===== src/rtl/cfg_arb_params.svh =====
// Constants for the test-port and active configuration arbiter.
// Assumes inclusion by its bare name from rtl files.
`ifndef CFG_ARB_PARAMS_SVH
`define CFG_ARB_PARAMS_SVH
// -----------------------------------------------------------------------------
// Instruction codes (10-bit test-port instruction register)
// -----------------------------------------------------------------------------
`define IR_WIDTH            10
`define INSTR_DISENGAGE     10'h2D0
`define INSTR_ENGAGE        10'h2B0
`define INSTR_PROGRAM       10'h002
`define INSTR_STARTUP       10'h003
`define INSTR_CONFIG_IO     10'h00D
`define INSTR_BYPASS        10'h3FF
// -----------------------------------------------------------------------------
// Scheme-select encodings
// -----------------------------------------------------------------------------
`define SCHEME_PS           2'h0
`define SCHEME_FPP          2'h1
`define SCHEME_AS           2'h2
`define SCHEME_AP           2'h3
// -----------------------------------------------------------------------------
// Timing
// -----------------------------------------------------------------------------
`define SYS_CLK_MHZ         125
`define CFG_CLK_MAX_MHZ     40
`define CFG_CLK_HALF_CYC    ((`SYS_CLK_MHZ + 2 * `CFG_CLK_MAX_MHZ - 1) / (2 * `CFG_CLK_MAX_MHZ))
`define READ_CMD            8'h03
`define CMD_BITS            32
`define CFG_FRAME_BITS      16'h0400
`endif


===== src/rtl/cfg_arb_pkg.sv =====
// Types for the test-port and active configuration arbiter.
// Assumes cfg_arb_params.svh is on the include path.
package cfg_arb_pkg;
  typedef enum logic [3:0] {
    TAP_RESET  = 4'h0, TAP_IDLE   = 4'h1, TAP_SEL_DR = 4'h2, TAP_CAP_DR = 4'h3,
    TAP_SH_DR  = 4'h4, TAP_EX1_DR = 4'h5, TAP_PA_DR  = 4'h6, TAP_EX2_DR = 4'h7,
    TAP_UP_DR  = 4'h8, TAP_SEL_IR = 4'h9, TAP_CAP_IR = 4'hA, TAP_SH_IR  = 4'hB,
    TAP_EX1_IR = 4'hC, TAP_PA_IR  = 4'hD, TAP_EX2_IR = 4'hE, TAP_UP_IR  = 4'hF
  } tap_state_type;

  typedef enum logic [2:0] {
    AS_IDLE    = 3'h0,
    AS_SELECT  = 3'h1,
    AS_COMMAND = 3'h2,
    AS_READ    = 3'h3,
    AS_USER    = 3'h4,
    AS_HALTED  = 3'h5
  } as_state_type;
endpackage


===== src/rtl/arb_ctrl_if.sv =====
// Control bundle between the arbiter top and the serial reader.
// Assumes a single clock domain shared by both ends.
`timescale 1ns/1ps
interface arb_ctrl_if;
  logic run;
  logic halt;
  logic user_mode;
  logic done;
  modport arbiter (output run, output halt, output user_mode, input done);
  modport reader  (input run, input halt, input user_mode, output done);
endinterface


===== src/rtl/jtag_active_config_arbiter.sv =====
// Test-port instruction decoder arbitrating against the active serial loader.
// Assumes test pins and scheme pins are asynchronous to clock.
//
// Behaviour
// RL1: Test-port programming wins; an active serial load in progress is aborted.
// RL2: Disengage instruction idles the active controller during test-port programming.
// RL3: Host issues disengage before programming whenever an active scheme is selected.
// RL4: Disengage under passive serial or fast passive parallel is ignored entirely.
// RL5: I/O-configuration instruction is optional; halting never depends on it.
// RL6: Host keeps order: disengage, program, start-up, reset or other.
// RL7: Program, start-up and final reset are needed in every scheme and state.
// RL8: Host should check status between program and start-up.
// RL9: Host never issues I/O-configuration at power-up.
// RL10: Successful test-port start-up re-engages controller into its user-mode state.
// RL11: After failure, tap reset or engage instruction re-engages the controller.
// RL12: Serial memory clocked by configuration clock output, at most 40 MHz.
// RL13: Test-port loads are never decompressed.
// RL14: Select output low enables memory; commands out, data in on data line.
// RL15: One engaged flag: disengage clears; engage, reset, user mode set.
`timescale 1ns/1ps
`include "cfg_arb_params.svh"
module jtag_active_config_arbiter
  import cfg_arb_pkg::*;
(
  input  wire logic       clock,
  input  wire logic       rst_b,
  input  wire logic       tck,
  input  wire logic       tms,
  input  wire logic       tdi,
  output logic            tdo,
  output logic            tdo_oe,
  input  wire logic [1:0] scheme_select_pins,
  input  wire logic       cfg_data_in,
  output logic            cfg_mem_select_n,
  output logic            cfg_clock_out,
  output logic            cfg_serial_out,
  output logic [7:0]      cfg_data_byte,
  output logic            engaged,
  output logic            jtag_user_mode,
  output logic            decompress_enable
);
  // ---------------------------------------------------------------------------
  // Input synchronisers
  // ---------------------------------------------------------------------------
  logic [4:0] sync1_reg, sync2_reg;
  logic       tck_d_reg;
  logic       tck_rise, tck_fall;

  // Every test pin and both scheme pins pass two flops. A third flop on the test clock finds
  // its edges, and its reset level matches the idle low level of that pin, so no false edge follows.
  always_ff @(posedge clock or negedge rst_b) begin
    if (!rst_b) begin
      sync1_reg <= 5'h00;
      sync2_reg <= 5'h00;
      tck_d_reg <= 1'b0;
    end else begin
      sync1_reg <= {scheme_select_pins, tdi, tms, tck};
      sync2_reg <= sync1_reg;
      tck_d_reg <= sync2_reg[0];
    end
  end

  assign tck_rise = sync2_reg[0] && !tck_d_reg;
  assign tck_fall = !sync2_reg[0] && tck_d_reg;

  // Only the active schemes own an active controller that a disengage can idle.
  function automatic logic is_active_scheme(input logic [1:0] sel);
    is_active_scheme = (sel == `SCHEME_AS) || (sel == `SCHEME_AP);
  endfunction

  // ---------------------------------------------------------------------------
  // TAP controller and instruction register
  // ---------------------------------------------------------------------------
  tap_state_type             tap_reg, tap_next;
  logic [`IR_WIDTH-1:0]      irsh_reg, irsh_next;
  logic [`IR_WIDTH-1:0]      ir_reg, ir_next;
  logic                      byp_reg, byp_next;
  logic                      tdo_next, tdo_oe_next;
  logic                      tms_s, tdi_s;

  assign tms_s = sync2_reg[1];
  assign tdi_s = sync2_reg[2];

  // The test-port state machine moves only on a detected test-clock rise. Output data and its
  // enable change on the detected fall, so the host samples them settled at its next rise.
  always_comb begin
    tap_next    = tap_reg;
    irsh_next   = irsh_reg;
    ir_next     = ir_reg;
    byp_next    = byp_reg;
    tdo_next    = tdo;
    tdo_oe_next = tdo_oe;
    if (tck_rise) begin
      unique case (tap_reg)
        TAP_RESET:  tap_next = tms_s ? TAP_RESET  : TAP_IDLE;
        TAP_IDLE:   tap_next = tms_s ? TAP_SEL_DR : TAP_IDLE;
        TAP_SEL_DR: tap_next = tms_s ? TAP_SEL_IR : TAP_CAP_DR;
        TAP_CAP_DR: tap_next = tms_s ? TAP_EX1_DR : TAP_SH_DR;
        TAP_SH_DR:  tap_next = tms_s ? TAP_EX1_DR : TAP_SH_DR;
        TAP_EX1_DR: tap_next = tms_s ? TAP_UP_DR  : TAP_PA_DR;
        TAP_PA_DR:  tap_next = tms_s ? TAP_EX2_DR : TAP_PA_DR;
        TAP_EX2_DR: tap_next = tms_s ? TAP_UP_DR  : TAP_SH_DR;
        TAP_UP_DR:  tap_next = tms_s ? TAP_SEL_DR : TAP_IDLE;
        TAP_SEL_IR: tap_next = tms_s ? TAP_RESET  : TAP_CAP_IR;
        TAP_CAP_IR: tap_next = tms_s ? TAP_EX1_IR : TAP_SH_IR;
        TAP_SH_IR:  tap_next = tms_s ? TAP_EX1_IR : TAP_SH_IR;
        TAP_EX1_IR: tap_next = tms_s ? TAP_UP_IR  : TAP_PA_IR;
        TAP_PA_IR:  tap_next = tms_s ? TAP_EX2_IR : TAP_PA_IR;
        TAP_EX2_IR: tap_next = tms_s ? TAP_UP_IR  : TAP_SH_IR;
        TAP_UP_IR:  tap_next = tms_s ? TAP_SEL_DR : TAP_IDLE;
      endcase
      if (tap_reg == TAP_CAP_IR) begin
        irsh_next = {{(`IR_WIDTH-2){1'b0}}, 2'h1};
      end else if (tap_reg == TAP_SH_IR) begin
        irsh_next = {tdi_s, irsh_reg[`IR_WIDTH-1:1]};
      end
      if (tap_reg == TAP_CAP_DR) begin
        byp_next = 1'b0;
      end else if (tap_reg == TAP_SH_DR) begin
        byp_next = tdi_s;
      end
      if (tap_reg == TAP_UP_IR) begin
        ir_next = irsh_reg;
      end else if (tap_reg == TAP_RESET) begin
        ir_next = `INSTR_BYPASS;
      end
    end
    if (tck_fall) begin
      tdo_oe_next = (tap_reg == TAP_SH_IR) || (tap_reg == TAP_SH_DR);
      tdo_next    = (tap_reg == TAP_SH_IR) ? irsh_reg[0] : byp_reg;
    end
  end

  // ---------------------------------------------------------------------------
  // Engage flag and programming progress
  // ---------------------------------------------------------------------------
  logic engaged_next, user_next, prog_reg, prog_next;
  logic instr_upd;

  // An instruction takes effect on the rise that leaves the update state.
  assign instr_upd = tck_rise && (tap_reg == TAP_UP_IR);

  // A disengage counts only under an active scheme; under a passive one it is dropped.
  // An engage abandons a failed load, so the reader is released at once. A test-clock rise in idle
  // with start-up loaded after a program is success and enters user mode.
  always_comb begin
    engaged_next = engaged;
    user_next    = jtag_user_mode;
    prog_next    = prog_reg;
    if (instr_upd) begin
      if (irsh_reg == `INSTR_DISENGAGE && is_active_scheme(sync2_reg[4:3])) begin
        engaged_next = 1'b0; // RL2 RL4 RL15
      end else if (irsh_reg == `INSTR_ENGAGE) begin
        engaged_next = 1'b1; // RL11 RL15
        prog_next    = 1'b0; // RL11
      end else if (irsh_reg == `INSTR_PROGRAM) begin
        prog_next = 1'b1;
        user_next = 1'b0;
      end
    end
    if (tck_rise && tap_reg == TAP_IDLE && ir_reg == `INSTR_STARTUP && prog_reg) begin
      user_next    = 1'b1;
      prog_next    = 1'b0;
      engaged_next = 1'b1; // RL10 RL15
    end
    // Every rise in the reset state re-engages and drops a pending load.
    if (tck_rise && tap_reg == TAP_RESET) begin
      engaged_next = 1'b1; // RL11 RL15
      prog_next    = 1'b0;
    end
  end

  always_ff @(posedge clock or negedge rst_b) begin
    if (!rst_b) begin
      tap_reg           <= TAP_RESET;
      irsh_reg          <= {`IR_WIDTH{1'b0}};
      ir_reg            <= `INSTR_BYPASS;
      byp_reg           <= 1'b0;
      tdo               <= 1'b0;
      tdo_oe            <= 1'b0;
      engaged           <= 1'b1;
      jtag_user_mode    <= 1'b0;
      prog_reg          <= 1'b0;
      decompress_enable <= 1'b0;
    end else begin
      tap_reg           <= tap_next;
      irsh_reg          <= irsh_next;
      ir_reg            <= ir_next;
      byp_reg           <= byp_next;
      tdo               <= tdo_next;
      tdo_oe            <= tdo_oe_next;
      engaged           <= engaged_next;
      jtag_user_mode    <= user_next;
      prog_reg          <= prog_next;
      decompress_enable <= !prog_next && engaged_next; // RL13
    end
  end

  // ---------------------------------------------------------------------------
  // Active serial reader
  // ---------------------------------------------------------------------------
  arb_ctrl_if ctrl ();

  // The reader halts while disengaged or while a load is in progress. After a successful
  // load it stays in its user-mode state and does not read the memory again.
  always_comb begin
    ctrl.halt      = !engaged || prog_reg; // RL1 RL2
    ctrl.run       = engaged && !prog_reg && !jtag_user_mode && (sync2_reg[4:3] == `SCHEME_AS) && !ctrl.done; // RL10
    ctrl.user_mode = jtag_user_mode; // RL10
  end

  as_reader reader (
    .clock        (clock),
    .rst_b        (rst_b),
    .ctrl         (ctrl),
    .data_in      (cfg_data_in),
    .mem_select_n (cfg_mem_select_n),
    .cfg_clock    (cfg_clock_out),
    .serial_out   (cfg_serial_out),
    .data_byte    (cfg_data_byte)
  );
endmodule


===== src/rtl/as_reader.sv =====
// Active serial configuration reader: selects memory and streams a frame.
// Assumes control from the arbiter on the same clock.
`timescale 1ns/1ps
`include "cfg_arb_params.svh"
module as_reader
  import cfg_arb_pkg::*;
(
  input  wire logic   clock,
  input  wire logic   rst_b,
  arb_ctrl_if.reader  ctrl,
  input  wire logic   data_in,
  output logic        mem_select_n,
  output logic        cfg_clock,
  output logic        serial_out,
  output logic [7:0]  data_byte
);
  as_state_type state_reg, state_next;
  logic [7:0]  div_reg, div_next;
  logic        clk_reg, clk_next;
  logic [15:0] cnt_reg, cnt_next;
  logic [31:0] sh_reg, sh_next;
  logic [7:0]  rx_reg, rx_next;
  logic        done_reg, done_next;
  logic        fall;

  assign fall = clk_reg && (div_reg == 8'(`CFG_CLK_HALF_CYC - 1));

  always_comb begin
    state_next = state_reg;
    div_next   = div_reg;
    clk_next   = clk_reg;
    cnt_next   = cnt_reg;
    sh_next    = sh_reg;
    rx_next    = rx_reg;
    done_next  = done_reg;
    if (state_reg == AS_COMMAND || state_reg == AS_READ) begin
      if (div_reg == 8'(`CFG_CLK_HALF_CYC - 1)) begin
        div_next = 8'h00;
        clk_next = ~clk_reg; // RL12
      end else begin
        div_next = div_reg + 8'h01;
      end
    end else begin
      div_next = 8'h00;
      clk_next = 1'b0;
    end
    if (ctrl.halt) begin
      state_next = AS_HALTED;
    end else begin
      unique case (state_reg)
        AS_IDLE: begin
          if (ctrl.run) begin
            state_next = AS_SELECT;
            done_next  = 1'b0;
          end
        end
        AS_SELECT: begin
          sh_next    = {`READ_CMD, 24'h000000};
          cnt_next   = 16'h0000;
          state_next = AS_COMMAND;
        end
        AS_COMMAND: begin
          if (fall) begin
            sh_next  = {sh_reg[30:0], 1'b0};
            cnt_next = cnt_reg + 16'h0001;
            if (cnt_reg == 16'(`CMD_BITS - 1)) begin
              cnt_next   = 16'h0000;
              state_next = AS_READ;
            end
          end
        end
        AS_READ: begin
          if (clk_reg == 1'b0 && div_reg == 8'(`CFG_CLK_HALF_CYC - 1)) begin
            rx_next = {rx_reg[6:0], data_in}; // RL14
          end
          if (fall) begin
            cnt_next = cnt_reg + 16'h0001;
            if (cnt_reg == `CFG_FRAME_BITS - 16'h0001) begin
              done_next  = 1'b1;
              state_next = AS_USER;
            end
          end
        end
        AS_USER: begin
          if (ctrl.run) begin
            state_next = AS_SELECT;
          end
        end
        AS_HALTED: begin
          if (ctrl.user_mode) begin
            state_next = AS_USER; // RL10
          end else if (ctrl.run) begin
            state_next = AS_SELECT;
          end
        end
        default: state_next = AS_IDLE;
      endcase
    end
  end

  always_ff @(posedge clock or negedge rst_b) begin
    if (!rst_b) begin
      state_reg    <= AS_IDLE;
      div_reg      <= 8'h00;
      clk_reg      <= 1'b0;
      cnt_reg      <= 16'h0000;
      sh_reg       <= 32'h00000000;
      rx_reg       <= 8'h00;
      done_reg     <= 1'b0;
      mem_select_n <= 1'b1;
      cfg_clock    <= 1'b0;
      serial_out   <= 1'b0;
      data_byte    <= 8'h00;
    end else begin
      state_reg    <= state_next;
      div_reg      <= div_next;
      clk_reg      <= clk_next;
      cnt_reg      <= cnt_next;
      sh_reg       <= sh_next;
      rx_reg       <= rx_next;
      done_reg     <= done_next;
      mem_select_n <= !(state_next == AS_COMMAND || state_next == AS_READ); // RL14
      cfg_clock    <= clk_next;
      serial_out   <= sh_next[31];
      data_byte    <= rx_next;
    end
  end

  assign ctrl.done = done_reg;
endmodule


===== config.mk =====
export PLATFORM = sky130hd
export DESIGN_NAME = jtag_active_config_arbiter
export DESIGN_NICKNAME = d
export VERILOG_FILES = /design/src/rtl/cfg_arb_pkg.sv /design/src/rtl/arb_ctrl_if.sv /design/src/rtl/jtag_active_config_arbiter.sv /design/src/rtl/as_reader.sv
export VERILOG_INCLUDE_DIRS = /design/src /design/src/rtl
export SDC_FILE = /design/constraint.sdc
export NUM_CORES = 1
export LEC_CHECK = 0
export ABC_AREA = 1
export BUFFER_PORTS_ARGS = -buffer_cell sky130_fd_sc_hd__buf_4
export CAP_MARGIN = 20
export CELL_PAD_IN_SITES_DETAIL_PLACEMENT = 2
export CELL_PAD_IN_SITES_GLOBAL_PLACEMENT = 2
export CORE_ASPECT_RATIO = 0.6
export CORE_UTILIZATION = 25
export CTS_CLUSTER_SIZE = 14
export DETAILED_ROUTE_END_ITERATION = 8
export PLACE_DENSITY = 0.62
export SLEW_MARGIN = 40
export SYNTH_ARGS = -nofsm -noshare
export SYNTH_HDL_FRONTEND = slang
export SYNTH_SLANG_ARGS = --single-unit
export TNS_END_PERCENT = 5

===== constraint.sdc =====
create_clock -name clock -period 1.8 [get_ports clock]
set_input_delay 0.18 -clock clock [delete_from_list [all_inputs] [get_ports clock]]
set_output_delay 0.18 -clock clock [all_outputs]
set_load 0.05 [all_outputs]

Yosys cells after proc, flatten, opt, wreduce, memory -nomap -nowiden
Cells that the tools add are included.
{"block": "totals", "wordCells": 172, "inputBits": 8, "reg_bits": 112}
{"block": "op_classes", "bitwise": 2, "addsub": 2, "mux": 58, "reduce_logical": 50, "eq_ne": 38}
{"op": "one-hot mux 32 bit (2 select lines)", "count": 1}
{"op": "two-way mux 16 bit", "count": 3}
{"op": "one-hot mux 16 bit (3 select lines)", "count": 1}
{"op": "one-hot mux 4 bit (12 select lines)", "count": 1}
{"op": "two-way mux 10 bit", "count": 4}
{"op": "equality test 4 bit, second input constant", "count": 8}
{"op": "two-way mux 32 bit", "count": 1}
{"op": "two-way mux 1 bit", "count": 27}
{"op": "two-way mux 3 bit", "count": 9}
{"op": "equality test 10 bit, second input constant", "count": 2}
{"op": "equality test 10 x 2 -> 1 bit, second input constant", "count": 2}
{"op": "adder 16 x 1 -> 16 bit, second input constant", "count": 1}
{"op": "equality test 16 x 10 -> 1 bit, second input constant", "count": 1}
{"op": "equality test 16 x 5 -> 1 bit, second input constant", "count": 1}
{"op": "equality test 4 x 3 -> 1 bit, second input constant", "count": 4}
{"op": "two-way mux 4 bit", "count": 4}
{"op": "two-way mux 8 bit", "count": 2}
{"op": "logical AND 1 bit", "count": 15}
{"op": "one-hot mux 3 bit (5 select lines)", "count": 1}
{"op": "nonzero test 2 bit", "count": 7}
{"op": "equality test 3 x 2 -> 1 bit, second input constant", "count": 4}
{"op": "!= test 2 x 1 -> 1 bit, second input constant", "count": 5}
{"op": "adder 8 x 1 -> 8 bit, second input constant", "count": 1}
{"op": "equality test 4 x 2 -> 1 bit, second input constant", "count": 2}
{"op": "other kinds (20)", "count": 43}

Logic depth before layout (Yosys ltp)
Gate-level depths: netlist of the first run.
{"block": "logic_depth", "depth_word": 12, "mapped_depth": 11, "mapped_depth_nobuf": 10}

By module
From an unflattened synthesis of the first run, not the netlist that was laid out.
{"block": "unflattened", "hier_cells": 565, "hier_area_um2": 4471.8}
{"mod": "as_reader", "instances": 1, "seq_area_each_um2": 1152.4, "area_per_inst_um2": 2583.7, "cells_each": 343}
{"mod": "jtag_active_config_arbiter", "instances": 1, "seq_area_each_um2": 1064.8, "area_per_inst_um2": 1888.1, "cells_each": 222}

Worst setup path before layout of the first run
OpenSTA, ideal clock, no wires.
{"block": "synth_path", "path_type": "flip-flop to flip-flop", "startpoint": "reg engaged", "endpoint": "reg reader.data_byte[0]", "path_slack_ps": 95, "period_less_slack_ps": 1705, "setup_ps": 127, "arrival_time_ps": 1578, "t_required_ps": 1673, "path_stages_with_launch": 7, "path_buffers": 1, "path_cell_list": "dfstp_2 inv_1 nor2_2 nand3_2 buf_2 nand2_1 o21ai_0"}
{"block": "synth_between", "elab_chain_len": 4}
{"item": "start: declaration", "line": "jtag_active_config_arbiter.sv:38", "text": "output logic engaged,"}
{"item": "start signal: assignment", "line": "jtag_active_config_arbiter.sv:192", "text": "engaged <= engaged_next;"}
{"item": "logical NOT 1 bit", "line": "jtag_active_config_arbiter.sv:207", "text": "ctrl.halt = !engaged || prog_reg;"}
{"item": "logical OR 1 bit", "line": "jtag_active_config_arbiter.sv:207"}
{"item": "NOT 1 bit (no source line)"}
{"item": "AND reduction 3 bit (no source line)"}
{"item": "end signal: assignment", "line": "as_reader.sv:125", "text": "data_byte <= rx_next;"}
{"item": "end: declaration", "line": "as_reader.sv:15", "text": "output logic [7:0] data_byte"}
No other way between the ends.
A chain may end at the register's enable or synchronous reset.

Final worst setup path of the first run
{"block": "layout_path", "startpoint": "reg reader.div_reg[1]", "endpoint": "reg reader.cnt_reg[12]"}
{"block": "layout_between", "elab_chain_len": 4, "elab_cells_between_ends": 5, "classes_between": "eq/ne: 3; reduce/logical: 2"}
{"item": "start: declaration", "line": "as_reader.sv:18", "text": "logic [7:0] div_reg, div_next;"}
{"item": "start signal: assignment", "line": "as_reader.sv:116", "text": "div_reg <= div_next;"}
{"item": "equality test 8 x 1 -> 1 bit (*)", "line": "as_reader.sv:26", "text": "assign fall = clk_reg && (div_reg == 8'(`CFG_CLK_HALF_CYC - 1));"}
{"item": "logical AND 1 bit (*)", "line": "as_reader.sv:26"}
{"item": "!= test 2 x 1 -> 1 bit (no source line)"}
{"item": "AND reduction 4 bit (no source line) (*)"}
{"item": "end signal: assignment", "line": "as_reader.sv:118", "text": "cnt_reg <= cnt_next;"}
{"item": "end: declaration", "line": "as_reader.sv:20", "text": "logic [15:0] cnt_reg, cnt_next;"}
Every way passes the cells marked *; elsewhere a longest branch is shown, timed or not.

==> metrics.txt, run 1 <==
status=finished, final reports clean; Synth area leaders=dfrtp_1 41%, nand2_1 14%, dfstp_2 6.9%, inv_1 5.6%, nor2_1 5.6%; Psw=around 3600 uW; Final Skew=0.0120 ns; number of global-route vias before repair=4424; syn avg cell area=7.82 um2; Longest Clk Path Bufs=2; Period minus WS final=about 1.8 ns; WP data required=2.09 ns; P_leak=~0.0028 uW; RD Place Congestion=between 0.7 and 0.8; Clk pwr share=23.0%; EDFF count, synth=0; Chip Width=about 180 um; Area Overhead vs Synth=23.9%; first-pass GRT wire length=about 25000 um; total number of vias=4199; ANT cells=0; crit-path max cell delay=around 0.38 ns; Seq/Total Area, Yosys=a little under 50%; post-synth top area cell=dfrtp_1; part of the cycle the worst path needs=98.2%; VDD IR max=roughly 760 uV; Setup TNS Final=0 ns; # IOs=24; Syn Nets=approximately 600; largest net degree at the start of global routing=50; worst hold path startpoint=cfg_data_in; Crit Path Category=reg2reg; total internal power=around 4300 uW; Crit path max-delay family=simple AND/OR/NAND/NOR gates; Slew Limit Fails=0; Logic pwr share=a little over two fifths; fraction of registers with async set/reset=100%; flop-to-flop setup slack=approximately 0.032 ns; CP max-delay cell=dfrtp_1; Detailed Route WL=around 16000 um; antenna violations before repair=0; final hold vios=0; clock slew at reported path FFs=~0.060 ns; placed instance area=between 5000 and 6000 um2; DRC Markers=0; core area=17500 um2; relative slew slack=about 70%; Max Cap Violations=0; sequential share of power=~34%; crit-path max FO=8; Critical path buffers and inverters=1; CTS H-tree depth=3; global route overflow=0; CP startpoint kind=register; Switching Share=45.3%; cell mode on critical path=nand2_1; worst r2r path cells=9; 1st-pass router iterations=5; vias per cell=4.72; power per cell area=about 1400 nW/um2; TritonCTS clock tree=yes; worst flop-to-flop path endpoint=reader.cnt_reg[12]; Worst Setup End Kind=register; Root Buffer=clkbuf_16; Starting Density=a little over a quarter; Initial DRC Count=about 240; clock sink count=88; Final ANT Viol Nets=0; Setup Viol. Count Final=0; Worst EP arrival=between 2 and 2.5 ns; post-synthesis instance total=between 500 and 600; max reg flops=16; Worst Tran Pin Value=roughly 0.43 ns; Clock Latency Late Sink=approximately 0.36 ns; # rows=37; number of CTS-inserted buffers=9; die height=between 100 and 150 um; Hold Path End=reader.data_byte[0]; synth warn=0; WL/cell=17.7 um; Nets=662; Min-Delay Path Class=in2reg; Final Cell Area=about 5700 um2; die area=around 19000 um2; total global routing track utilization=17.5%; FMAX=566 MHz; port bufs=23; Seq cells post-synth=approximately 90; RSZ-0062 raised after global routing=true; Reg-to-Reg Start=reader.div_reg[1]; dpl hpwl=11500 um; # fillers=slightly above 2000; Syn Std Cell Area=between 4000 and 5000 um2; Yosys cell types=41; Synth top area share=slightly above 40%; worst-path cell chain=inv_1, ha_1, nor3b_4, nand3_4, nand2_4, nand2_8, nor2_4, nand2_1, nand2_1; layout cells sized above 1=18.8%; ys flop type=dfrtp_1; Min-Delay Path Depth=3; Worst Hold Margin=around 0.083 ns
[worst min-delay path, cell delays in order]
cell	delay [ns]
buf_4	0.11
inv_1	0.04
o21ai_0	0.07
[kinds of logic (layout without fill, tap and decap cells)]
family / after synthesis / in the layout / share of synthesized area [%]
AND/OR/NAND/NOR: 332 / 335 / 32.3
XOR/XNOR: 6 / 6 / 1.15
buffers and inverters: 88 / 154 / 8.40
AO/OA/AOI/OAI: 70 / 70 / 9.03
adder cells (fa/ha/maj): 3 / 3 / 0.818
flip-flops: 88 / 88 / 48.3
[repair_timing]
action / 4_1_cts / 5_1_grt
hold buffers: 6 / 0
buffers inserted: 0 / 5
endpoints found under the setup margin: 4 / 34
hold endpoints to repair: 20 / 0
pin swaps: 0 / 8
resized for setup: 1 / 23
cloned: 0 / 3
[worst max path at each step]
stage                           start                   to  slack [ns]  cells after the start
floorplan                     engaged  reader.data_byte[0]        0.09                      6
global placement    reader.div_reg[1]    reader.sh_reg[25]        0.09                     10
detailed placement  reader.div_reg[1]  reader.data_byte[6]       -0.03                      8
CTS                 reader.div_reg[1]    reader.sh_reg[24]       -0.01                     10
global route        reader.div_reg[1]    reader.cnt_reg[8]       -0.06                      9
finish              reader.div_reg[1]   reader.cnt_reg[12]        0.03                      9
[routing by layer]
metal / track usage [%] / vias to the layer above / wire length (um)
met1: 27.0 / 2104 / 8760
met3: 4.43 / 15 / 639
met2: 23.3 / 65 / 6160
li1: - / 2015 / -
met4: 5.17 / 0 / 207
met5: 0 / - / 0
[power by group through the flow]
stage,registers [uW],logic (uW),clock network [uW]
CTS,2660,3080,1900
global route,2710,3780,1980
floorplan,2990,1730,0
detailed placement,2680,3040,0
finish,2660,3450,1830
global placement,2660,2950,0
[layout make-up]
| class | count | area [um2] | area share, % |
|---|---|---|---|
| clock buffer | 12 | 246 | 4.33 |
| sequential | 88 | 2220 | 39.0 |
| timing repair buffer | 63 | 513 | 9.02 |
| multi-input combinational | 414 | 2100 | 36.9 |
| inverter | 75 | 289 | 5.08 |
| tap | 234 | 293 | 5.15 |
| clock inverter | 4 | 30.0 | 0.528 |
[cells in the mapped netlist (all sizes together) (3+ instances only)]
master and instances:
nand2 177, nor2 77, dfrtp 76, inv 74
nand3 51, a21oi 23, o21ai 19, buf 13
dfstp 12, nand4 11, nor3 10, a22oi 8
o22ai 8, xor2 5, nor3b 4, a31oi 3
ha 3
[through the flow]
step | setup WS [ns] | util, % | power, uW | cells
after floorplan | 0.0949 | - | 4720 | 587
after global placement | 0.0910 | 29.6 | 5610 | 860
after detailed placement | -0.0273 | 29.6 | 5720 | 860
after CTS | -0.0145 | 31.6 | 7640 | 882
after global routing | -0.0556 | 32.4 | 8460 | 890
final | 0.0317 | 32.4 | 7940 | 890
[cell usage in the layout (no fill, tap or decap), drive strengths merged]
cell type / instances
o211ai: 1
a21oi: 23
a211oi: 1
clkinv: 4
o21ai: 19
a22oi: 8
o21bai: 1
dlygate4sd3: 6
o2111ai: 1
o22ai: 8
nand3b: 1
nand4: 11
xor2: 5
a31oi: 3
o21a: 1
nand2: 178
xnor2: 1
nor3b: 4
o221ai: 1
ha: 3
clkbuf: 12
nor2: 78
nor3: 10
a21o: 1
a21boi: 2
inv: 74
nand3: 52
and2: 1
dfstp: 12
dfrtp: 76
buf: 57
clkinvlp: 1
Note: power is estimated with default switching activity, not from simulation.
==> run 2: changes to the inputs <==
BUFFER_PORTS_ARGS = not set   (was -buffer_cell sky130_fd_sc_hd__buf_4)
DONT_BUFFER_PORTS = 1   (was not set)
PLACE_DENSITY = 0.6   (was 0.62)
==> run 2 against run 1 <==
Effect of this change:
- the flow now finishes with violations (hold timing)
- global-route usage is 0.79 points lower
- power fell by 0.85%
- critical path depth increased by 1
- core utilization shrank 1.0 points
- first-iteration DRC count fell by 12%
- register-to-register slack improved by 0.03 ns
- non-clock buffer count shrank 22
==> metrics.txt, run 2 (synthesized netlist as in run 1, its figures left out) <==
VDD IR max=643 uV (-15%); port bufs=0 (-100%); worst-path cell chain=inv_1, ha_1, nor3b_4, nand3_4, nand2_2, nand2_4, inv_4, nand2_8, nand2_1, nand2_1; # IOs=24 (unchanged); antenna violations before repair=0 (unchanged); final hold vios=88 (+88); Longest Clk Path Bufs=2 (unchanged); Crit path max-delay family=simple AND/OR/NAND/NOR gates; Critical path buffers and inverters=2 (+1); dpl hpwl=10900 um (-4.8%); total number of vias=4047 (-3.6%); largest net degree at the start of global routing=89 (+78%); crit-path max FO=8 (unchanged); P_leak=0.00266 uW (-3.6%); number of global-route vias before repair=4406 (-0.41%); total global routing track utilization=16.7% (-0.79 points); clock slew at reported path FFs=0.08 ns (+0.02 ns); Final Cell Area=5510 um2 (-3.2%); Chip Width=177 um (unchanged); ANT cells=0 (unchanged); Worst Setup End Kind=register; max reg flops=16 (unchanged); CP startpoint kind=register; WP data required=2.04 ns (-0.05 ns); failing checks=hold timing; vias per cell=4.67 (-1.1%); first-pass GRT wire length=24300 um (-2.7%); CP max-delay cell=dfrtp_1; commonest non-fill, non-tap cell in the layout=nand2_1; CTS H-tree depth=3 (unchanged); crit-path max cell delay=0.40 ns (+0.02 ns); layout cells sized above 1=15.0% (-3.7 points); Period minus WS final=1.74 ns (-0.0282 ns); Crit Path Category=reg2reg; Worst Hold Margin=-0.482 ns (-0.565 ns); Final Skew=0.00975 ns (-0.00225 ns); DRC Markers=0 (unchanged); core area=17500 um2 (unchanged); Starting Density=26.1% (unchanged); power per cell area=1430 nW/um2 (+2.4%); status=finished, violations left; global route overflow=0 (unchanged); clock sink count=88 (unchanged); number of CTS-inserted buffers=9 (unchanged); die area=18900 um2 (unchanged); WL/cell=17.4 um (-1.9%); TritonCTS clock tree=yes; Worst Setup SP=reader.div_reg[1]; Final ANT Viol Nets=0 (unchanged); placed instance area=5020 um2 (-3.4%); RSZ-0062 raised after global routing=true; Area Overhead vs Synth=20.0%; relative slew slack=62.6% (-8.4 points); Initial DRC Count=214 (-12%); Final Util=31.4% (-1.0 points); Worst EP arrival=1.98 ns (-0.08 ns); Reg-to-Reg Start=reader.div_reg[1]; Setup Viol. Count Final=0 (unchanged); Root Buffer=clkbuf_16; Slew Limit Fails=0 (unchanged); # rows=37 (unchanged); RD Place Congestion=0.866 (+8.3%); cell mode on critical path=nand2_1; commonest cells after routing, fill and taps aside=168 x nand2_1, 76 x dfrtp_1, 68 x inv_1; Setup TNS Final=0 ns (unchanged); part of the cycle the worst path needs=96.7% (-1.6 points); FMAX=575 MHz (+1.6%); hold_buf cts=6 (unchanged); Max Cap Violations=0 (unchanged); Detailed Route WL=15100 um (-4.4%); Nets=639 (-3.5%); Worst Tran Pin Value=0.561 ns (+0.129 ns); Clock Latency Late Sink=0.35 ns (about the same); die height=107 um (unchanged); Min-Delay Path Class=in2async; 1st-pass router iterations=4 (-1)
==> run 2: changes by cell type in the layout (fill, tap and decap cells not counted), moves of 3 or more <==
cell / change
nor2_2: -3
inv_8: +3
buf_4: -21
nor2_1: +3
==> run 2: worst paths after layout <==
path | endpoint | slack [ns] | cells after the start
worst max-delay path | reader.cnt_reg[6] | 0.06 | 10
worst min-delay path | sync2_reg[1] | -0.48 | 0
worst max register to register | reader.cnt_reg[6] | 0.06 | 10
worst min register to register | sync2_reg[0] | 0.35 | 0
max in group asynchronous | ir_reg[2] | 2.05 | 0
min in group clock | sync2_reg[0] | 0.35 | 0
==> run 2: cell type report <==
cell class / count / area [um2]
fill: 2026 / 12000
sequential: 88 / 2220
multi-input combinational: 413 / 2070
timing repair buffer: 41 / 327
tap: 234 / 293
inverter: 75 / 292
clock buffer: 9 / 225
clock inverter: 7 / 86.3
==> run 2: power by group <==
| group | switching (uW) | internal [uW] | leakage (uW) |
|---|---|---|---|
| logic | 1940 | 853 | 0.00139 |
| clock network | 940 | 1110 | 0.000151 |
| registers | 685 | 2340 | 0.00112 |
| total | 3570 | 4310 | 0.00266 |
==> run 2: metal layers <==
| layer | global-route usage (%) | up-vias | share of wire (%) |
|---|---|---|---|
| met1 | 26.4 | 2016 | 56 |
| met3 | 3.37 | 8 | 3.9 |
| met5 | 0 | - | 0 |
| li1 | - | 1966 | - |
| met4 | 3.51 | 0 | 0.72 |
| met2 | 22.9 | 57 | 39 |
==> run 2: per-stage QoR <==
stage | cells | worst slack [ns] | hold WS, ns | total power, uW
3_3_place_gp | 840 | 0.0746 | -0.113 | 5380
6_report | 867 | 0.0599 | -0.482 | 7880
2_1_floorplan | 587 | 0.0949 | -0.116 | 4720
5_1_grt | 867 | -0.0989 | -0.498 | 8360
4_1_cts | 862 | -0.00265 | -0.493 | 7640
3_5_place_dp | 840 | -0.0299 | -0.113 | 5490
==> run 2: timing repair <==
action                                  4_1_cts  5_1_grt
endpoints found under the hold margin        94       88
resized for setup                             2       16
endpoints found under the setup margin       13       43
cloned                                        0        2
pin swaps                                     1        5
buffers inserted                              0        3
==> run 3: changes to the inputs <==
--- a/config.mk
+++ b/config.mk
@@ -21,2 +21,3 @@
 export SYNTH_HDL_FRONTEND = slang
+export SYNTH_HIERARCHICAL = 1
 export SYNTH_SLANG_ARGS = --single-unit
--- a/constraint.sdc
+++ b/constraint.sdc
@@ -3,2 +3,2 @@
 set_output_delay 0.18 -clock clock [all_outputs]
-set_load 0.05 [all_outputs]
+set_load 0.1 [all_outputs]
==> run 3 against run 2 <==
Effect of this change:
- the flow still finishes with violations (hold timing)
- critical path depth decreased by 2
- sequential power decreased by 9.6%
- count of clock-buffer cells in the layout increased by 1
- synthesized area decreased by 2.5%
- cell count decreased by 2.1%
- core utilization decreased by 0.32 points
- highest routed layer unchanged
==> metrics.txt, run 3 <==
status=finished, violations left; failing checks=hold timing; CP max-delay cell=dfstp_4; final cell count without fillers=849 (-2.1%); vias per cell=4.68 (+0.30%); Min-Delay Path Class=in2async; Final Skew=0.00952 ns (-0.000235 ns); ANT cells=0 (unchanged); Nets=621 (-2.8%); WL/cell=16.8 um (-3.1%); power per cell area=1390 nW/um2 (-2.5%); post-synthesis instance total=565 (-3.7%); CTS H-tree depth=3 (unchanged); flop-to-flop setup slack=0.0005 ns (-0.06 ns); 1st-pass router iterations=4 (unchanged); Max Cap Violations=0 (unchanged); Chip Width=175 um (-1.3%); commonest non-fill, non-tap cell in the layout=nand2_1; Worst Setup End Kind=register; FMAX=556 MHz (-3.3%); Setup TNS Final=0 ns (unchanged); RD Place Congestion=0.786 (-9.3%); synth warn=6 (+6); Initial DRC Count=227 (+6.1%); die area=18400 um2 (-2.5%); top cells by count, synth=149 x nand2_1, 76 x dfrtp_1, 69 x nor2_1, 67 x inv_1, 43 x nand3_1; Starting Density=25.8% (-0.32 points); Pwr Total=7500 uW (-4.8%); Syn Nets=576 (-3.7%); fraction of registers with async set/reset=100% (unchanged); TritonCTS clock tree=yes; worst flop-to-flop path endpoint=reader/state_reg[2]; commonest cells after routing, fill and taps aside=148 x nand2_1, 76 x dfrtp_1, 68 x nor2_1; worst-path cell chain=inv_1, or2_4, nor4_4, inv_2, nor2_1, nor2_1, a31oi_1, nand3_1; clock sink count=88 (unchanged); Yosys cell types=35 (-15%); first-pass GRT wire length=23900 um (-1.7%); max reg flops=16 (unchanged); Area Overhead vs Synth=20.3%; Worst Hold Margin=-0.466 ns (+0.0163 ns); Setup Viol. Count Final=0 (unchanged); crit-path max FO=6 (-2); Period minus WS final=1.80 ns (+0.0594 ns); part of the cycle the worst path needs=100% (+3.3 points); Detailed Route WL=14300 um (-5.1%); placed instance area=4980 um2 (-0.77%); ys flop type=dfrtp_1; postcts setup bufs=0 (unchanged); Final ANT Viol Nets=0 (unchanged); RSZ-0062 raised after global routing=true; crit-path max cell delay=0.61 ns (+0.21 ns); antenna violations before repair=0 (unchanged); Syn Std Cell Area=4470 um2 (-2.5%); cell mode on critical path=nor2_1; Final Cell Area=5380 um2 (-2.3%); most numerous cell in the Yosys netlist=nand2_1; worst r2r path cells=8 (-2); DP Cell Count=827 (-1.5%); number of global-route vias before repair=4257 (-3.4%); layout cells sized above 1=17.2% (+2.2 points); CP startpoint kind=register; port bufs=0 (unchanged); EDFF count, synth=0 (unchanged); Seq/Total Area, Yosys=49.6% (+1.3 points); Synth area leaders=dfrtp_1 43%, nand2_1 13%, dfstp_2 7.1%, nor2_1 5.8%, inv_1 5.6%; VDD IR max=433 uV (-33%); Worst Tran Pin Value=0.513 ns (-0.0483 ns); Crit Path Category=reg2reg; # rows=37 (unchanged); # IOs=24 (unchanged); Longest Clk Path Bufs=2 (unchanged); global route overflow=0 (unchanged); Root Buffer=clkbuf_16; die height=106 um (-1.3%); Reg-to-Reg Start=engaged; total global routing track utilization=16.8% (+0.050 points); core area=17300 um2 (-1.3%); Slew Limit Fails=0 (unchanged); final hold vios=88 (unchanged); relative slew slack=65.9% (+3.3 points); hold_buf cts=6 (unchanged); post-synth top area cell=dfrtp_1; P_leak=0.00247 uW (-7.3%); number of CTS-inserted buffers=9 (unchanged); Worst EP arrival=2.02 ns (+0.04 ns); clock slew at reported path FFs=0.07 ns (about the same); WP data required=2.02 ns (-0.02 ns); syn avg cell area=7.91 um2 (+1.3%); dpl hpwl=10700 um (-2.4%); total number of vias=3975 (-1.8%); Clock Latency Late Sink=0.35 ns (about the same); Seq cells post-synth=88 (unchanged); DRC Markers=0 (unchanged); largest net degree at the start of global routing=89 (unchanged); Synth top area share=42.5% (+1.1 points)
## run 3: cell type report
| cell class | count | area [um2] |
|---|---|---|
| multi-input cells | 394 | 1950 |
| well taps | 234 | 293 |
| repair buffers | 42 | 330 |
| inverters | 75 | 283 |
| flip-flops and latches | 88 | 2220 |
| fillers | 2038 | 11900 |
| clock inverters | 6 | 67.6 |
| clock buffers | 10 | 239 |
## run 3: kinds of logic (layout without fill, tap and decap cells)
group	count (synthesis)	in the layout	share of synthesized area [%]
AOI/OAI and AO/OA	81	81	10.7
buffers and inverters	83	133	7.75
adders and majority gates	3	3	0.839
and+or+nand+nor	303	303	29.8
DFF	88	88	49.6
xor gates and xnor gates	7	7	1.37
## run 3: metal layers
| layer | vias to the layer above | share of wire (%) | global-route usage (%) |
|---|---|---|---|
| li1 | 1908 | - | - |
| met1 | 1996 | 55 | 26.2 |
| met2 | 57 | 39 | 22.6 |
| met3 | 14 | 4.3 | 3.82 |
| met4 | 0 | 1.0 | 4.22 |
| met5 | - | 0 | 0 |
## run 3: worst max-delay path by stage
stage | start | end | slack [ns] | depth (start not counted)
after floorplan | engaged | reader/ctrl.done | -0.05 | 8
after global placement | engaged | reader/cnt_reg[11] | 0.08 | 7
after detailed placement | engaged | reader/state_reg[2] | 0.02 | 8
after CTS | engaged | reader/ctrl.done | 0.009 | 8
after global routing | engaged | reader/state_reg[2] | -0.09 | 8
final | engaged | reader/state_reg[2] | 0.0005 | 8
## run 3: power by group
group	leakage [uW]	switching [uW]	internal, uW
Sequential	0.00113	377	2360
Clock	0.000145	824	1120
Combinational	0.00119	2090	727
## run 3: through the flow
| step | worst slack, ns | utilization, % |
|---|---|---|
| floorplan | -0.0514 | - |
| global placement | 0.0782 | 28.8 |
| detailed placement | 0.0249 | 28.8 |
| CTS | 0.00906 | 30.9 |
| global route | -0.0885 | 31.1 |
| finish | 0.000545 | 31.1 |
## run 3: critical path, delay by kind of cell, from the launching register on
family	cells	cell delay, ns
AO/OA/AOI/OAI	1	0.18
AND/OR/NAND/NOR	5	0.75
buffers and inverters	2	0.13
flip-flops	1	0.61
## run 3: timing repair
item                                    CTS  global route
hold endpoints to repair                 94            88
endpoints found under the setup margin    0            22
resized for setup                         0             9
